<file path="config.mk">
export PLATFORM = sky130hd
export DESIGN_NAME = chopsel
export DESIGN_NICKNAME = d
export VERILOG_FILES = /design/src/chopsel_pkg.sv /design/src/chopsel.sv /design/src/speed_gate.sv
export VERILOG_INCLUDE_DIRS = /design/src
export SDC_FILE = /design/constraint.sdc
export NUM_CORES = 1
export LEC_CHECK = 0
export BUFFER_PORTS_ARGS = -buffer_cell sky130_fd_sc_hd__buf_2
export CAP_MARGIN = 20
export CORE_MARGIN = 10
export CORE_UTILIZATION = 45
export CTS_BUF_LIST = sky130_fd_sc_hd__clkbuf_16
export CTS_CLUSTER_DIAMETER = 50
export CTS_CLUSTER_SIZE = 12
export DETAILED_ROUTE_END_ITERATION = 7
export PLACE_DENSITY = 0.65
export SLEW_MARGIN = 5
export SYNTH_ARGS = -nofsm -noshare
export SYNTH_HDL_FRONTEND = slang
export SYNTH_SLANG_ARGS = --single-unit
</file>
<file path="constraint.sdc">
create_clock -name clk -period 4.5 [get_ports clk]
set_input_delay 0.45 -clock clk [delete_from_list [all_inputs] [get_ports clk]]
set_output_delay 0.45 -clock clk [all_outputs]
set_load 0.05 [all_outputs]
</file>
<file path="src/chopsel_cfg.svh">
// Constants for the chopper mode and standstill selection block.
`ifndef CHOPSEL_CFG_SVH
`define CHOPSEL_CFG_SVH

// Register offsets.
`define ADDR_PWM_GRAD     4'h0
`define ADDR_PWM_THRS     4'h1
`define ADDR_ADAPT_THRS   4'h2
`define ADDR_FULL_THRS    4'h3
`define ADDR_PWM_FREQ     4'h4
`define ADDR_AUTOSCALE    4'h5
`define ADDR_STILL_MODE   4'h6
`define ADDR_STBY_CUR     4'h7
`define ADDR_RUN_CUR      4'h8
`define ADDR_STATUS       4'h9

// Reset values.
`define RST_PWM_GRAD      4'h0
`define RST_PWM_THRS      24'h000000
`define RST_ADAPT_THRS    24'h000000
`define RST_FULL_THRS     24'hffffff
`define RST_PWM_FREQ      2'h0
`define RST_AUTOSCALE     1'h1
`define RST_STILL_MODE    2'h0
`define RST_STBY_CUR      8'h00
`define RST_RUN_CUR       8'hff

// Status field positions.
`define STAT_PWM_BIT      0
`define STAT_STILL_BIT    1

`endif

</file>
<file path="src/chopsel_pkg.sv">
// Types for the chopper mode and standstill selection block.
package chopsel_pkg;

  typedef enum logic [1:0]
  {
    STILL_STANDBY = 2'h0,
    STILL_FREE    = 2'h1,
    STILL_LS_SHORT = 2'h2,
    STILL_HS_SHORT = 2'h3
  } still_mode_t;

  typedef enum logic [2:0]
  {
    DRV_NORMAL_CHOP,
    DRV_QUIET_PWM,
    DRV_OPEN,
    DRV_SHORT_LOW,
    DRV_SHORT_HIGH
  } drive_state_t;

  // Driver command bundle handed to the power stage.
  typedef struct packed
  {
    logic       quiet_pwm;
    logic [1:0] pwm_freq;
    logic       autoscale;
    logic [7:0] current;
    logic       coils_off;
    logic       short_low;
    logic       short_high;
  } drive_cmd_t;

endpackage

</file>
<file path="src/chopsel.sv">
// Chopper mode and standstill selection for one motor axis.
//
// Chosen here: the strobed register port and the register addresses.
`timescale 1ns/1ps
`default_nettype none
`include "chopsel_cfg.svh"

// Overview of one axis.
// The block sits between the host's parameter store and the power stage.
// It holds the settings of one motor axis in a small register file.
// It watches the actual speed and the standstill indication of that axis.
// From these it decides, every clock, which chopper the power stage uses.
// It also decides how the coils are treated once the shaft is at rest.
// The result leaves as one packed command word and one status flag.
//
// Register file.
// Index 0 holds the PWM gradient; zero keeps quiet mode switched off.
// Index 1 holds the PWM threshold speed; faster than this is never quiet.
// Index 2 holds the current-adaptation threshold speed.
// That threshold limits quiet mode even when adaptation is not in use.
// Index 3 holds the fullstep threshold speed; quiet mode needs less.
// Its reset value is the largest speed, so by default it only limits at that speed.
// Index 4 holds the PWM frequency code handed to the power stage.
// Index 5 holds the PWM autoscale enable, which is on after reset.
// Index 6 holds the standstill treatment code.
// Index 7 holds the standby current used at rest.
// Index 8 holds the run current used while the shaft turns.
// Index 9 is the read-only status word.
// Status bit 0 shows quiet mode in use; bit 1 mirrors the rest input.
// Writes to index 9 or to any unmapped index are dropped.
// Reads of unmapped indices return zero.
//
// Register bus timing.
// A write strobe stores its data at the edge that samples it.
// A read strobe loads the read data at the edge that samples it.
// The read data then stand for that one cycle and fall back to zero.
// The bus never stalls, so strobes may follow each other back to back.
// Write and read strobes must not be raised in the same cycle.
//
// Quiet mode decision.
// Quiet mode needs a nonzero gradient.
// It also needs the speed at or below the PWM threshold.
// It also needs the speed at or below the adaptation threshold.
// It also needs the speed strictly below the fullstep threshold.
// With zero PWM and adaptation thresholds a resting shaft may therefore still run quiet.
// That is what makes the open and shorted treatments reachable at rest.
// The decision is registered inside the speed comparator.
// A change of speed thus reaches the outputs two edges later.
// A change of gradient or threshold reaches the outputs two edges after its write; other settings take one edge.
//
// Standstill treatment.
// Code 0 keeps the chopper running and lowers the current to standby.
// Code 1 opens all coils so that the shaft turns freely.
// Code 2 shorts the coils through the low-side drivers.
// Code 3 shorts the coils through the high-side drivers.
// Codes 1 to 3 only take effect in quiet mode with a zero standby current.
// In every other case the plain standby current is applied at rest.
// The open and shorted treatments always command zero current.
// Quiet mode stays flagged while one of these treatments is applied.
//
// Hazards and limits.
// The speed and rest inputs must come from logic on this same clock.
// They are not synchronised here, so a pin must never feed them directly.
// Only one of the open and shorted treatments can be commanded at once.
// The command word only changes at a clock edge or when reset is asserted, never otherwise.
// A threshold change takes effect without any host handshake.
// The host has no mode select; a zero gradient forces normal chopping, otherwise it can only move the thresholds.
// The speed width may be narrowed, but never widened past the bus fields.

module chopsel
#(
  parameter int SPEED_W = 24
)
(
  input  wire logic               clk,
  input  wire logic               rst_b,
  input  wire logic [3:0]         addr,
  input  wire logic [31:0]        wdata,
  input  wire logic               wr,
  input  wire logic               rd,
  output logic [31:0]             rdata,
  input  wire logic [SPEED_W-1:0] actual_speed,
  input  wire logic               standstill,
  output chopsel_pkg::drive_cmd_t drive_cmd,
  output logic                    quiet_active
);

  // Speeds wider than the register fields cannot be stored or read back.
  generate
    if (SPEED_W < 1 || SPEED_W > 24)
    begin : bad_speed_w
      $error("SPEED_W must lie between 1 and 24");
    end
  endgenerate

  logic [3:0]         grad_q;
  logic [SPEED_W-1:0] pwm_thrs_q;
  logic [SPEED_W-1:0] adapt_thrs_q;
  logic [SPEED_W-1:0] full_thrs_q;
  logic [1:0]         freq_q;
  logic               autoscale_q;
  chopsel_pkg::still_mode_t still_q;
  logic [7:0]         stby_q;
  logic [7:0]         run_q;
  logic               quiet_ok;
  chopsel_pkg::drive_state_t state_d;
  chopsel_pkg::drive_state_t state_q;
  chopsel_pkg::drive_cmd_t   cmd_d;

  // Pads a field into a read word with zero upper bits.
  function automatic logic [31:0] pad24(input logic [SPEED_W-1:0] v);
    logic [31:0] r;
    r = 32'h0;
    r[SPEED_W-1:0] = v;
    return r;
  endfunction

  // True when the write strobe selects the given register index.
  function automatic logic write_hit(input logic       w,
                                     input logic [3:0] at,
                                     input logic [3:0] a);
    return w && (at == a);
  endfunction

  // Gradient setting; zero keeps quiet mode off.
  always_ff @(posedge clk or negedge rst_b)
  begin
    if (!rst_b)
      grad_q <= `RST_PWM_GRAD;
    else if (write_hit(wr, addr, `ADDR_PWM_GRAD))
      grad_q <= wdata[3:0];
  end

  // PWM threshold speed.
  always_ff @(posedge clk or negedge rst_b)
  begin
    if (!rst_b)
      pwm_thrs_q <= SPEED_W'(`RST_PWM_THRS);
    else if (write_hit(wr, addr, `ADDR_PWM_THRS))
      pwm_thrs_q <= wdata[SPEED_W-1:0];
  end

  // Current-adaptation threshold speed.
  always_ff @(posedge clk or negedge rst_b)
  begin
    if (!rst_b)
      adapt_thrs_q <= SPEED_W'(`RST_ADAPT_THRS);
    else if (write_hit(wr, addr, `ADDR_ADAPT_THRS))
      adapt_thrs_q <= wdata[SPEED_W-1:0];
  end

  // Fullstep threshold speed, limiting only at the largest speed after reset.
  always_ff @(posedge clk or negedge rst_b)
  begin
    if (!rst_b)
      full_thrs_q <= SPEED_W'(`RST_FULL_THRS);
    else if (write_hit(wr, addr, `ADDR_FULL_THRS))
      full_thrs_q <= wdata[SPEED_W-1:0];
  end

  // PWM frequency code for quiet mode.
  always_ff @(posedge clk or negedge rst_b)
  begin
    if (!rst_b)
      freq_q <= `RST_PWM_FREQ;
    else if (write_hit(wr, addr, `ADDR_PWM_FREQ))
      freq_q <= wdata[1:0];
  end

  // Autoscale enable, on after reset.
  always_ff @(posedge clk or negedge rst_b)
  begin
    if (!rst_b)
      autoscale_q <= `RST_AUTOSCALE;
    else if (write_hit(wr, addr, `ADDR_AUTOSCALE))
      autoscale_q <= wdata[0];
  end

  // Standstill treatment code.
  always_ff @(posedge clk or negedge rst_b)
  begin
    if (!rst_b)
      still_q <= chopsel_pkg::STILL_STANDBY;
    else if (write_hit(wr, addr, `ADDR_STILL_MODE))
      still_q <= chopsel_pkg::still_mode_t'(wdata[1:0]);
  end

  // Standby current applied at rest.
  always_ff @(posedge clk or negedge rst_b)
  begin
    if (!rst_b)
      stby_q <= `RST_STBY_CUR;
    else if (write_hit(wr, addr, `ADDR_STBY_CUR))
      stby_q <= wdata[7:0];
  end

  // Run current applied while the shaft turns.
  always_ff @(posedge clk or negedge rst_b)
  begin
    if (!rst_b)
      run_q <= `RST_RUN_CUR;
    else if (write_hit(wr, addr, `ADDR_RUN_CUR))
      run_q <= wdata[7:0];
  end

  // Read data stands in the cycle after the strobe only.
  always_ff @(posedge clk or negedge rst_b)
  begin
    if (!rst_b)
      rdata <= 32'h0;
    else if (rd)
    begin
      unique case (addr)
        `ADDR_PWM_GRAD:   rdata <= {28'h0, grad_q};
        `ADDR_PWM_THRS:   rdata <= pad24(pwm_thrs_q);
        `ADDR_ADAPT_THRS: rdata <= pad24(adapt_thrs_q);
        `ADDR_FULL_THRS:  rdata <= pad24(full_thrs_q);
        `ADDR_PWM_FREQ:   rdata <= {30'h0, freq_q};
        `ADDR_AUTOSCALE:  rdata <= {31'h0, autoscale_q};
        `ADDR_STILL_MODE: rdata <= {30'h0, still_q};
        `ADDR_STBY_CUR:   rdata <= {24'h0, stby_q};
        `ADDR_RUN_CUR:    rdata <= {24'h0, run_q};
        `ADDR_STATUS:     rdata <= {30'h0, standstill, quiet_active};
        default:          rdata <= 32'h0;
      endcase
    end
    else
      rdata <= 32'h0;
  end

  speed_gate
  #(
    .SPEED_W (SPEED_W)
  )
  u_gate
  (
    .clk        (clk),
    .rst_b      (rst_b),
    .speed      (actual_speed),
    .grad       (grad_q),
    .pwm_thrs   (pwm_thrs_q),
    .adapt_thrs (adapt_thrs_q),
    .full_thrs  (full_thrs_q),
    .quiet_ok   (quiet_ok)
  );

  // Drive state from the quiet decision and the standstill treatment.
  always_comb
  begin
    state_d = quiet_ok ? chopsel_pkg::DRV_QUIET_PWM
                       : chopsel_pkg::DRV_NORMAL_CHOP;
    if (standstill && quiet_ok && stby_q == 8'h00)
    begin
      unique case (still_q)
        chopsel_pkg::STILL_FREE:     state_d = chopsel_pkg::DRV_OPEN;
        chopsel_pkg::STILL_LS_SHORT: state_d = chopsel_pkg::DRV_SHORT_LOW;
        chopsel_pkg::STILL_HS_SHORT: state_d = chopsel_pkg::DRV_SHORT_HIGH;
        chopsel_pkg::STILL_STANDBY:  ;
      endcase
    end
  end

  always_ff @(posedge clk or negedge rst_b)
  begin
    if (!rst_b)
      state_q <= chopsel_pkg::DRV_NORMAL_CHOP;
    else
      state_q <= state_d;
  end

  // Command bundle for the power stage.
  always_comb
  begin
    cmd_d            = '0;
    cmd_d.pwm_freq   = freq_q;
    cmd_d.autoscale  = autoscale_q;
    cmd_d.current    = standstill ? stby_q : run_q;
    unique case (state_d)
      chopsel_pkg::DRV_NORMAL_CHOP: ;
      chopsel_pkg::DRV_QUIET_PWM:  cmd_d.quiet_pwm = 1'b1;
      chopsel_pkg::DRV_OPEN:
      begin
        cmd_d.quiet_pwm = 1'b1;
        cmd_d.current   = 8'h00;
        cmd_d.coils_off = 1'b1;
      end
      chopsel_pkg::DRV_SHORT_LOW:
      begin
        cmd_d.quiet_pwm = 1'b1;
        cmd_d.current   = 8'h00;
        cmd_d.short_low = 1'b1;
      end
      chopsel_pkg::DRV_SHORT_HIGH:
      begin
        cmd_d.quiet_pwm  = 1'b1;
        cmd_d.current    = 8'h00;
        cmd_d.short_high = 1'b1;
      end
      default: ;
    endcase
  end

  // Command word to the power stage, straight from a flip-flop.
  always_ff @(posedge clk or negedge rst_b)
  begin
    if (!rst_b)
      drive_cmd <= '0;
    else
      drive_cmd <= cmd_d;
  end

  // Quiet mode flag, kept in step with the command word.
  always_ff @(posedge clk or negedge rst_b)
  begin
    if (!rst_b)
      quiet_active <= 1'b0;
    else
      quiet_active <= cmd_d.quiet_pwm;
  end

endmodule

`default_nettype wire

</file>
<file path="src/speed_gate.sv">
// Speed comparator deciding whether quiet PWM chopping may be used.
`timescale 1ns/1ps
`default_nettype none

module speed_gate
#(
  parameter int SPEED_W = 24
)
(
  input  wire logic               clk,
  input  wire logic               rst_b,
  input  wire logic [SPEED_W-1:0] speed,
  input  wire logic [3:0]         grad,
  input  wire logic [SPEED_W-1:0] pwm_thrs,
  input  wire logic [SPEED_W-1:0] adapt_thrs,
  input  wire logic [SPEED_W-1:0] full_thrs,
  output logic                    quiet_ok
);

  logic ok_d;

  // All three thresholds and a nonzero gradient must admit quiet mode.
  always_comb
  begin
    ok_d = (grad != 4'h0);
    if (speed > pwm_thrs)
      ok_d = 1'b0;
    if (speed > adapt_thrs)
      ok_d = 1'b0;
    if (speed >= full_thrs)
      ok_d = 1'b0;
  end

  // Registered every cycle so the decision tracks speed on its own.
  always_ff @(posedge clk or negedge rst_b)
  begin
    if (!rst_b)
      quiet_ok <= 1'b0;
    else
      quiet_ok <= ok_d;
  end

endmodule

`default_nettype wire

</file>
==> results of run 1 <==
layer usage:
metal  wire length (um)  vias to the layer above  track usage
met5                  0                        -            0
met2               9280                      165        0.292
met4                306                        0       0.0559
met1               8050                     2667        0.212
li1                   -                     2656            -
met3               1200                       25       0.0477
cell usage in the layout, fill, tap and decap left out, types with 3 or more instances in the layout:
| cell type | n |
|---|---|
| a221oi_1 | 3 |
| a21o_1 | 7 |
| nor2b_1 | 7 |
| bufinv_16 | 3 |
| a22oi_1 | 21 |
| nand3_1 | 10 |
| buf_4 | 3 |
| buf_2 | 95 |
| mux2_2 | 103 |
| inv_6 | 3 |
| o21ai_0 | 42 |
| nor3b_1 | 4 |
| ha_1 | 75 |
| a31oi_1 | 3 |
| and2_1 | 4 |
| nand4_1 | 15 |
| clkbuf_16 | 17 |
| a211oi_1 | 4 |
| a222oi_1 | 4 |
| nand2_2 | 4 |
| nor4_1 | 4 |
| clkinvlp_4 | 5 |
| dfrtp_1 | 104 |
| conb_1 | 8 |
| dfstp_2 | 33 |
| nor3_1 | 6 |
| o211ai_1 | 3 |
| nand2_1 | 44 |
| inv_1 | 75 |
| mux2i_1 | 3 |
| a21oi_1 | 37 |
| nor2_1 | 33 |
critical path: cells and delay by family:
kind / cells / cell delay, ps
buffers and inverters: 1 / 550
multiplexers: 1 / 490
AND/OR/NAND/NOR: 2 / 1060
kinds of logic (layout without fill, tap and decap cells):
family,after synthesis,in the layout,synth area share
buffers and inverters,110,206,0.0664
AOI/OAI and AO/OA,135,135,0.110
other,1,8,0.000492
muxes,107,107,0.158
DFF,137,137,0.456
and+or+nand+nor,138,138,0.0869
adders and majority gates,75,75,0.123
final timing paths:
check,to,start,slack (ps),cells after the start
max,adapt_thrs_q[7]$_DFFE_PN0P_,addr[1],2250,4
min,rdata[8]$_DFF_PN0_,rst_b,140,1
max reg2reg,u_gate.quiet_ok$_DFF_PN0_,pwm_thrs_q[21]$_DFFE_PN0P_,2470,6
min reg2reg,drive_cmd[11]$_DFF_PN0_,autoscale_q$_DFFE_PN1P_,410,0
max in group asynchronous,full_thrs_q[0]$_DFFE_PN1P_,rst_b,3320,2
min in group clk,adapt_thrs_q[21]$_DFFE_PN0P_,wdata[21],280,2
final cells by class:
class	count	area share
Clock buffer	17	0.0483
Clock inverter	15	0.0199
Inverter	75	0.0320
Multi-Input combinational cell	463	0.417
Sequential cell	137	0.394
Tap cell	220	0.0313
Timing Repair Buffer	99	0.0578
sequential cells by signal (all words and copies together) (netlist names):
register         flops
adapt_thrs_q        24
rdata               24
quiet_active         1
drive_cmd           14
freq_q               2
autoscale_q          1
run_q                8
full_thrs_q         24
still_q              2
grad_q               4
pwm_thrs_q          24
stby_q               8
u_gate.quiet_ok      1
through the flow:
step           setup WS, ps  cell area [um2]  utilization  total power [uW]
5_1_grt                2080             8800        0.531              4450
2_1_floorplan          2620             7640            -              2460
4_1_cts                2220             8800        0.531              4220
3_3_place_gp           1790             8200        0.495              2730
3_5_place_dp           1780             8200        0.495              2780
6_report               2250             8800        0.531              4190
power by group through the flow:
| stage | registers, uW | clock network (uW) | logic [uW] |
|---|---|---|---|
| 4_1_cts | 1690 | 1450 | 1080 |
| 5_1_grt | 1730 | 1510 | 1210 |
| 3_5_place_dp | 1710 | 0 | 1070 |
| 3_3_place_gp | 1690 | 0 | 1030 |
| 2_1_floorplan | 1770 | 0 | 686 |
| 6_report | 1690 | 1430 | 1070 |
==> results.md, run 1 <==
* Status: finished, final reports clean
* Proportion of layout cells with a drive suffix above 1 at 0.337
* Cts hold-fix bufs at 0
* Total grt overflow at 0
* Asr flop ratio synth at 1.00
* Setup TNS at 0 ps
* Deepest clock path buffer count at 2
* Combinational power share at 0.256
* Non-filler cells in the finished layout at 1026
* Final setup viols at 0
* Synth area leader: dfrtp_1
* Hold crit path type: in2async
* Post-Syn Area at 0.00762 mm2
* Die H at 150 um
* CP Cell Sequence: buf_2, nor2b_1, nand2_2, mux2_1
* Row count at 47
* Area delta synth->final at 15.6%
* First-pass GRT wire length at 30.8 mm
* H-tree Lvls at 4
* Yosys reg bits at 137
* Routed Antenna Nets at 0
* # IOs at 113
* P_int at 2850 uW
* Top-count cell post-synth: dfrtp_1
* Main synth FF type: dfrtp_1
* DR iter-0 viols at 374
* Sequential Area at 0.00347 mm2
* Final Hold Fails at 0
* Area of the multi-input gates at 0.00367 mm2
* Cell area power density at 476 mW/mm2
* Die area at 0.0225 mm2
* Max rail drop VDD at 0.288 mV
* Transition time at the pin with the least slew margin at 1050 ps
* CP arrival at 2560 ps
* First-pass DRT Iterations at 6
* Slowest stage delay, CP at 560 ps
* Clk pwr share at 0.340
* Area of the core at 0.0166 mm2
* Nets@finish at 933
* CP Launch Type: input pin
* Distinct cells, synth at 46
* Slew Viols, Final at 0
* RD Place Congestion at 0.881
* WL per Instance at 18.4 um
* CP required at 4810 ps
* Via density at 5.37
* Gate Count Post-Synth at 703
* DIE WIDTH at 150 um
* Sequential power share at 0.404
* Sequential area share after synthesis at 0.456
* # placed instances at 994
* Vias in the first global route at 5927
* Post-synth EDFFs at 0
* Post-synth top area share at 0.342
* Critical Setup Path Class: in2reg
* CTS Buf Count at 17
* Initial antenna violation count at 0
* Total leakage power at 0.00424 uW
* Ys Warns at 0
* Min Tclk post-route at 2250 ps
* Port bufs at 96
* Worst setup EP type: flop
* Fmax at 444 MHz
* Total global-route track usage at 0.174
* Fill cell count at 1485
* Post-synth top cells: dfrtp_1 (104), mux2_2 (103), ha_1 (75), inv_1 (74), nand2_1 (44)
* Slew HR at 0.297
* Worst skew pair latency at 440 ps
* Top post-synthesis cells by area: dfrtp_1 (34%), mux2_2 (15%), ha_1 (12%)
* Drt drc at 0
* Placed wire-length estimate at 13.7 mm
* Post-Syn Area per Cell at 10.8 um2
* Sw Ratio at 0.320
* Unrepaired setup endpoints after global routing: no
* Starting density of the core at 0.459
* Clock sink count at 137
* Clk slew on worst S/H paths at 60 ps
* Sw power at 1340 uW
* Clock skew at 13.4 ps
* Setup repair bufs after CTS at 0
* Slowest CP cell: nand2_2
* Post-CTS sizing at 0
* DR vias at 5513
* ANT cells at 0
* Max_cap viols at 0
* Largest net degree at the start of global routing at 102
* Final wirelength at 18.8 mm
* Crit Path Max Fanout at 33
* Clock root cell: clkbuf_16
* Period utilization at 0.501
* TritonCTS clock tree: done
* Hold slack at 143 ps
(Power assumes the default switching activity.)
==> run 2, diff against run 1 <==
- ABC_AREA: default -> 1
- clock period: 4.5 -> 2.2 ns (I/O delays scaled with it)
==> results.md, run 2 <==
* Unrepaired setup endpoints after global routing: no
* CTS Buf Count at 17 (unchanged)
* Final Hold Fails at 0 (unchanged)
* Hold crit path type: in2reg
* TritonCTS clock tree: done
* WL per Instance at 15.3 um (-17%)
* Proportion of layout cells with a drive suffix above 1 at 0.185 (-0.153)
* Fin area at 0.00889 mm2 (+0.94%)
* Total global-route track usage at 0.177 (+0.00297)
* H-tree Lvls at 4 (unchanged)
* Cell area power density at 883 mW/mm2 (+85%)
* Distinct cells, synth at 33 (-28%)
* CP required at 2550 ps (-2260 ps)
* Crit Path Max Fanout at 2 (-94%)
* Setup TNS at 0 ps (unchanged)
* Fmax at 602 MHz
* Area delta synth->final at 15.1%
* Final setup viols at 0 (unchanged)
* Worst R2R End: u_gate.quiet_ok$_DFF_PN0_
* Slew Viols, Final at 0 (unchanged)
* Commonest cells after routing, fill and taps aside: nand2_1 (205), inv_1 (168), dfrtp_1 (104)
* Total leakage power at 0.00479 uW (+13%)
* Vias in the first global route at 6394 (+7.9%)
* CP Launch Type: flop
* Pwr Total at 7840 uW (+87%)
* Critical Setup Path Class: reg2reg
* Worst setup EP type: flop
* Slew HR at 0.608 (+0.311)
* Clock root cell: clkbuf_16
* Post-synth top area share at 0.337 (-0.00449)
* Gate Count Post-Synth at 928 (+32%)
* Clock sink count at 137 (unchanged)
* Deepest clock path buffer count at 2 (unchanged)
* Main synth FF type: dfrtp_1
* Worst skew pair latency at 420 ps (-20 ps)
* Commonest non-fill, non-tap cell in the layout: nand2_1
* RD Place Congestion at 0.817 (-7.3%)
* Placed wire-length estimate at 14.0 mm (+2.1%)
* Starting density of the core at 0.462 (+0.00283)
* Port bufs at 96 (unchanged)
* Top post-synthesis cells by area: dfrtp_1 (34%), ha_1 (12%), dfstp_2 (11%)
* Crit path setup slack, layout at 538 ps (-1710 ps)
* Initial antenna violation count at 0 (unchanged)
* CP arrival at 2010 ps (-550 ps)
* Worst Hold End: freq_q[0]$_DFFE_PN0P_
* Post-Syn Area at 0.00772 mm2 (+1.3%)
* Asr flop ratio synth at 1.00 (unchanged)
* Status: finished, final reports clean
* First-pass GRT wire length at 31.9 mm (+3.7%)
* Max_cap viols at 0 (unchanged)
* Ys Warns at 0 (unchanged)
* DR iter-0 viols at 432 (+16%)
* First-pass DRT Iterations at 6 (unchanged)
* Transition time at the pin with the least slew margin at 588 ps (-464 ps)
* Worst slack, placed at 555 ps (-1220 ps)
* Area of the core at 0.0167 mm2 (+0.71%)
* DR vias at 6213 (+13%)
* Total grt overflow at 0 (unchanged)
* Worst Hold Path Cells at 3
* Largest net degree at the start of global routing at 61 (-40%)
* Nets@finish at 1166 (+25%)
* Clk slew on worst S/H paths at 60 ps (about the same)
* Row count at 47 (unchanged)
* Via density at 4.93 (-8.2%)
* Die H at 151 um (+0.57%)
* Worst r2r src: full_thrs_q[9]$_DFFE_PN1P_
* DIE WIDTH at 151 um (+0.57%)
* Post-synth EDFFs at 0 (unchanged)
* Routed Antenna Nets at 0 (unchanged)
* Post-synth top cells: nand2_1 (205), inv_1 (163), dfrtp_1 (104), o21ai_0 (81), ha_1 (75)
* Layout Utilization at 0.532 (+0.00121)
* Top-count cell post-synth: nand2_1
* Max rail drop VDD at 0.592 mV (+110%)
* Post-Syn Area per Cell at 8.32 um2 (-23%)
* Fill cell count at 1601 (+7.8%)
* Sequential area share after synthesis at 0.450 (-0.00598)
* Drt drc at 0 (unchanged)
* Final wirelength at 19.2 mm (+2.0%)
* Setup repair bufs after CTS at 0 (unchanged)
* R2R Setup Slk at 540 ps (-1930 ps)
* Hold Crit Start: wdata[0]
* Yosys reg bits at 137 (unchanged)
* Period utilization at 0.755
* R2r worst-path depth at 9 (+3)
* Clock skew at 8.57 ps (-4.85 ps)
* Placed Area at 0.00835 mm2 (+1.8%)
* Synth area leader: dfrtp_1
* # IOs at 113 (unchanged)
* Die area at 0.0228 mm2 (+1.1%)
* ANT cells at 0 (unchanged)
* Min Tclk post-route at 1660 ps
## run 2: changes by cell type after synthesis, moves of 6 or more
cell / delta
o22ai_1: +29
o21ai_2: +8
a22oi_1: -21
nor2_1: +22
inv_1: +89
nand2_1: +161
mux2_2: -103
buf_6: +6
o21ai_1: +36
o21ai_0: +39
nand3_1: +8
nor2b_1: -7
## run 2: worst max-delay path, cell delays in order (launching register included)
cell and delay, ps:
dfstp_2 530, inv_1 60, ha_1 300, a21oi_1 180, o21ai_0 100, nand2_1 80, nand3_1 60, a21oi_1 130
nand2_1 70, nor2_1 100
## run 2: worst max-delay path by stage
| stage | start | depth (start not counted) | endpoint |
|---|---|---|---|
| 2_1_floorplan | full_thrs_q[13]$_DFFE_PN1P_ | 9 | u_gate.quiet_ok$_DFF_PN0_ |
| 5_1_grt | full_thrs_q[23]$_DFFE_PN1P_ | 9 | u_gate.quiet_ok$_DFF_PN0_ |
| 3_5_place_dp | addr[3] | 7 | full_thrs_q[21]$_DFFE_PN1P_ |
| 6_report | full_thrs_q[9]$_DFFE_PN1P_ | 9 | u_gate.quiet_ok$_DFF_PN0_ |
| 4_1_cts | full_thrs_q[9]$_DFFE_PN1P_ | 9 | u_gate.quiet_ok$_DFF_PN0_ |
| 3_3_place_gp | full_thrs_q[11]$_DFFE_PN1P_ | 9 | u_gate.quiet_ok$_DFF_PN0_ |
## run 2: layout make-up
type,instances,area [um2],area share
clock buffer,17,425,0.0479
clock inverter,15,100,0.0113
inverter,168,636,0.0715
multi-input combinational,595,3380,0.381
sequential,137,3470,0.390
tap,220,275,0.0310
timing repair buffer,107,597,0.0672
## run 2: cell families (layout without fill, tap and decap cells)
kind of cell / Yosys count / count (layout) / share of synthesized area
DFF: 137 / 137 / 0.450
other: 1 / 8 / 0.000486
buffers and inverters: 203 / 307 / 0.115
AOI/OAI and AO/OA: 203 / 203 / 0.145
and+or+nand+nor: 309 / 309 / 0.168
adders and majority gates: 75 / 75 / 0.122
## run 2: where the power goes
| group | total (uW) | internal, uW | leakage (uW) | switching (uW) |
|---|---|---|---|---|
| sequential | 3270 | 3040 | 0.00169 | 235 |
| combinational | 1980 | 687 | 0.00282 | 1290 |
| clock | 2590 | 1510 | 0.000273 | 1070 |
| total | 7840 | 5240 | 0.00479 | 2600 |
## run 2: per-layer routing
metal / GRT usage / share of wire
met2: 0.297 / 0.49
met4: 0.0443 / 0.0095
met5: 0 / 0
met3: 0.0430 / 0.051
met1: 0.224 / 0.45
## run 2: repair_timing
item,in CTS,in global routing
resized for setup,0,0
endpoints found under the hold margin,45,0
hold buffers,1,0
endpoints found under the setup margin,0,0
## run 2: per-stage QoR
step                instances  hold WS [ps]
floorplan                 935         -75.6
global placement         1226           238
detailed placement       1226           246
CTS                      1259          22.2
global route             1259          33.1
finish                   1259          34.2
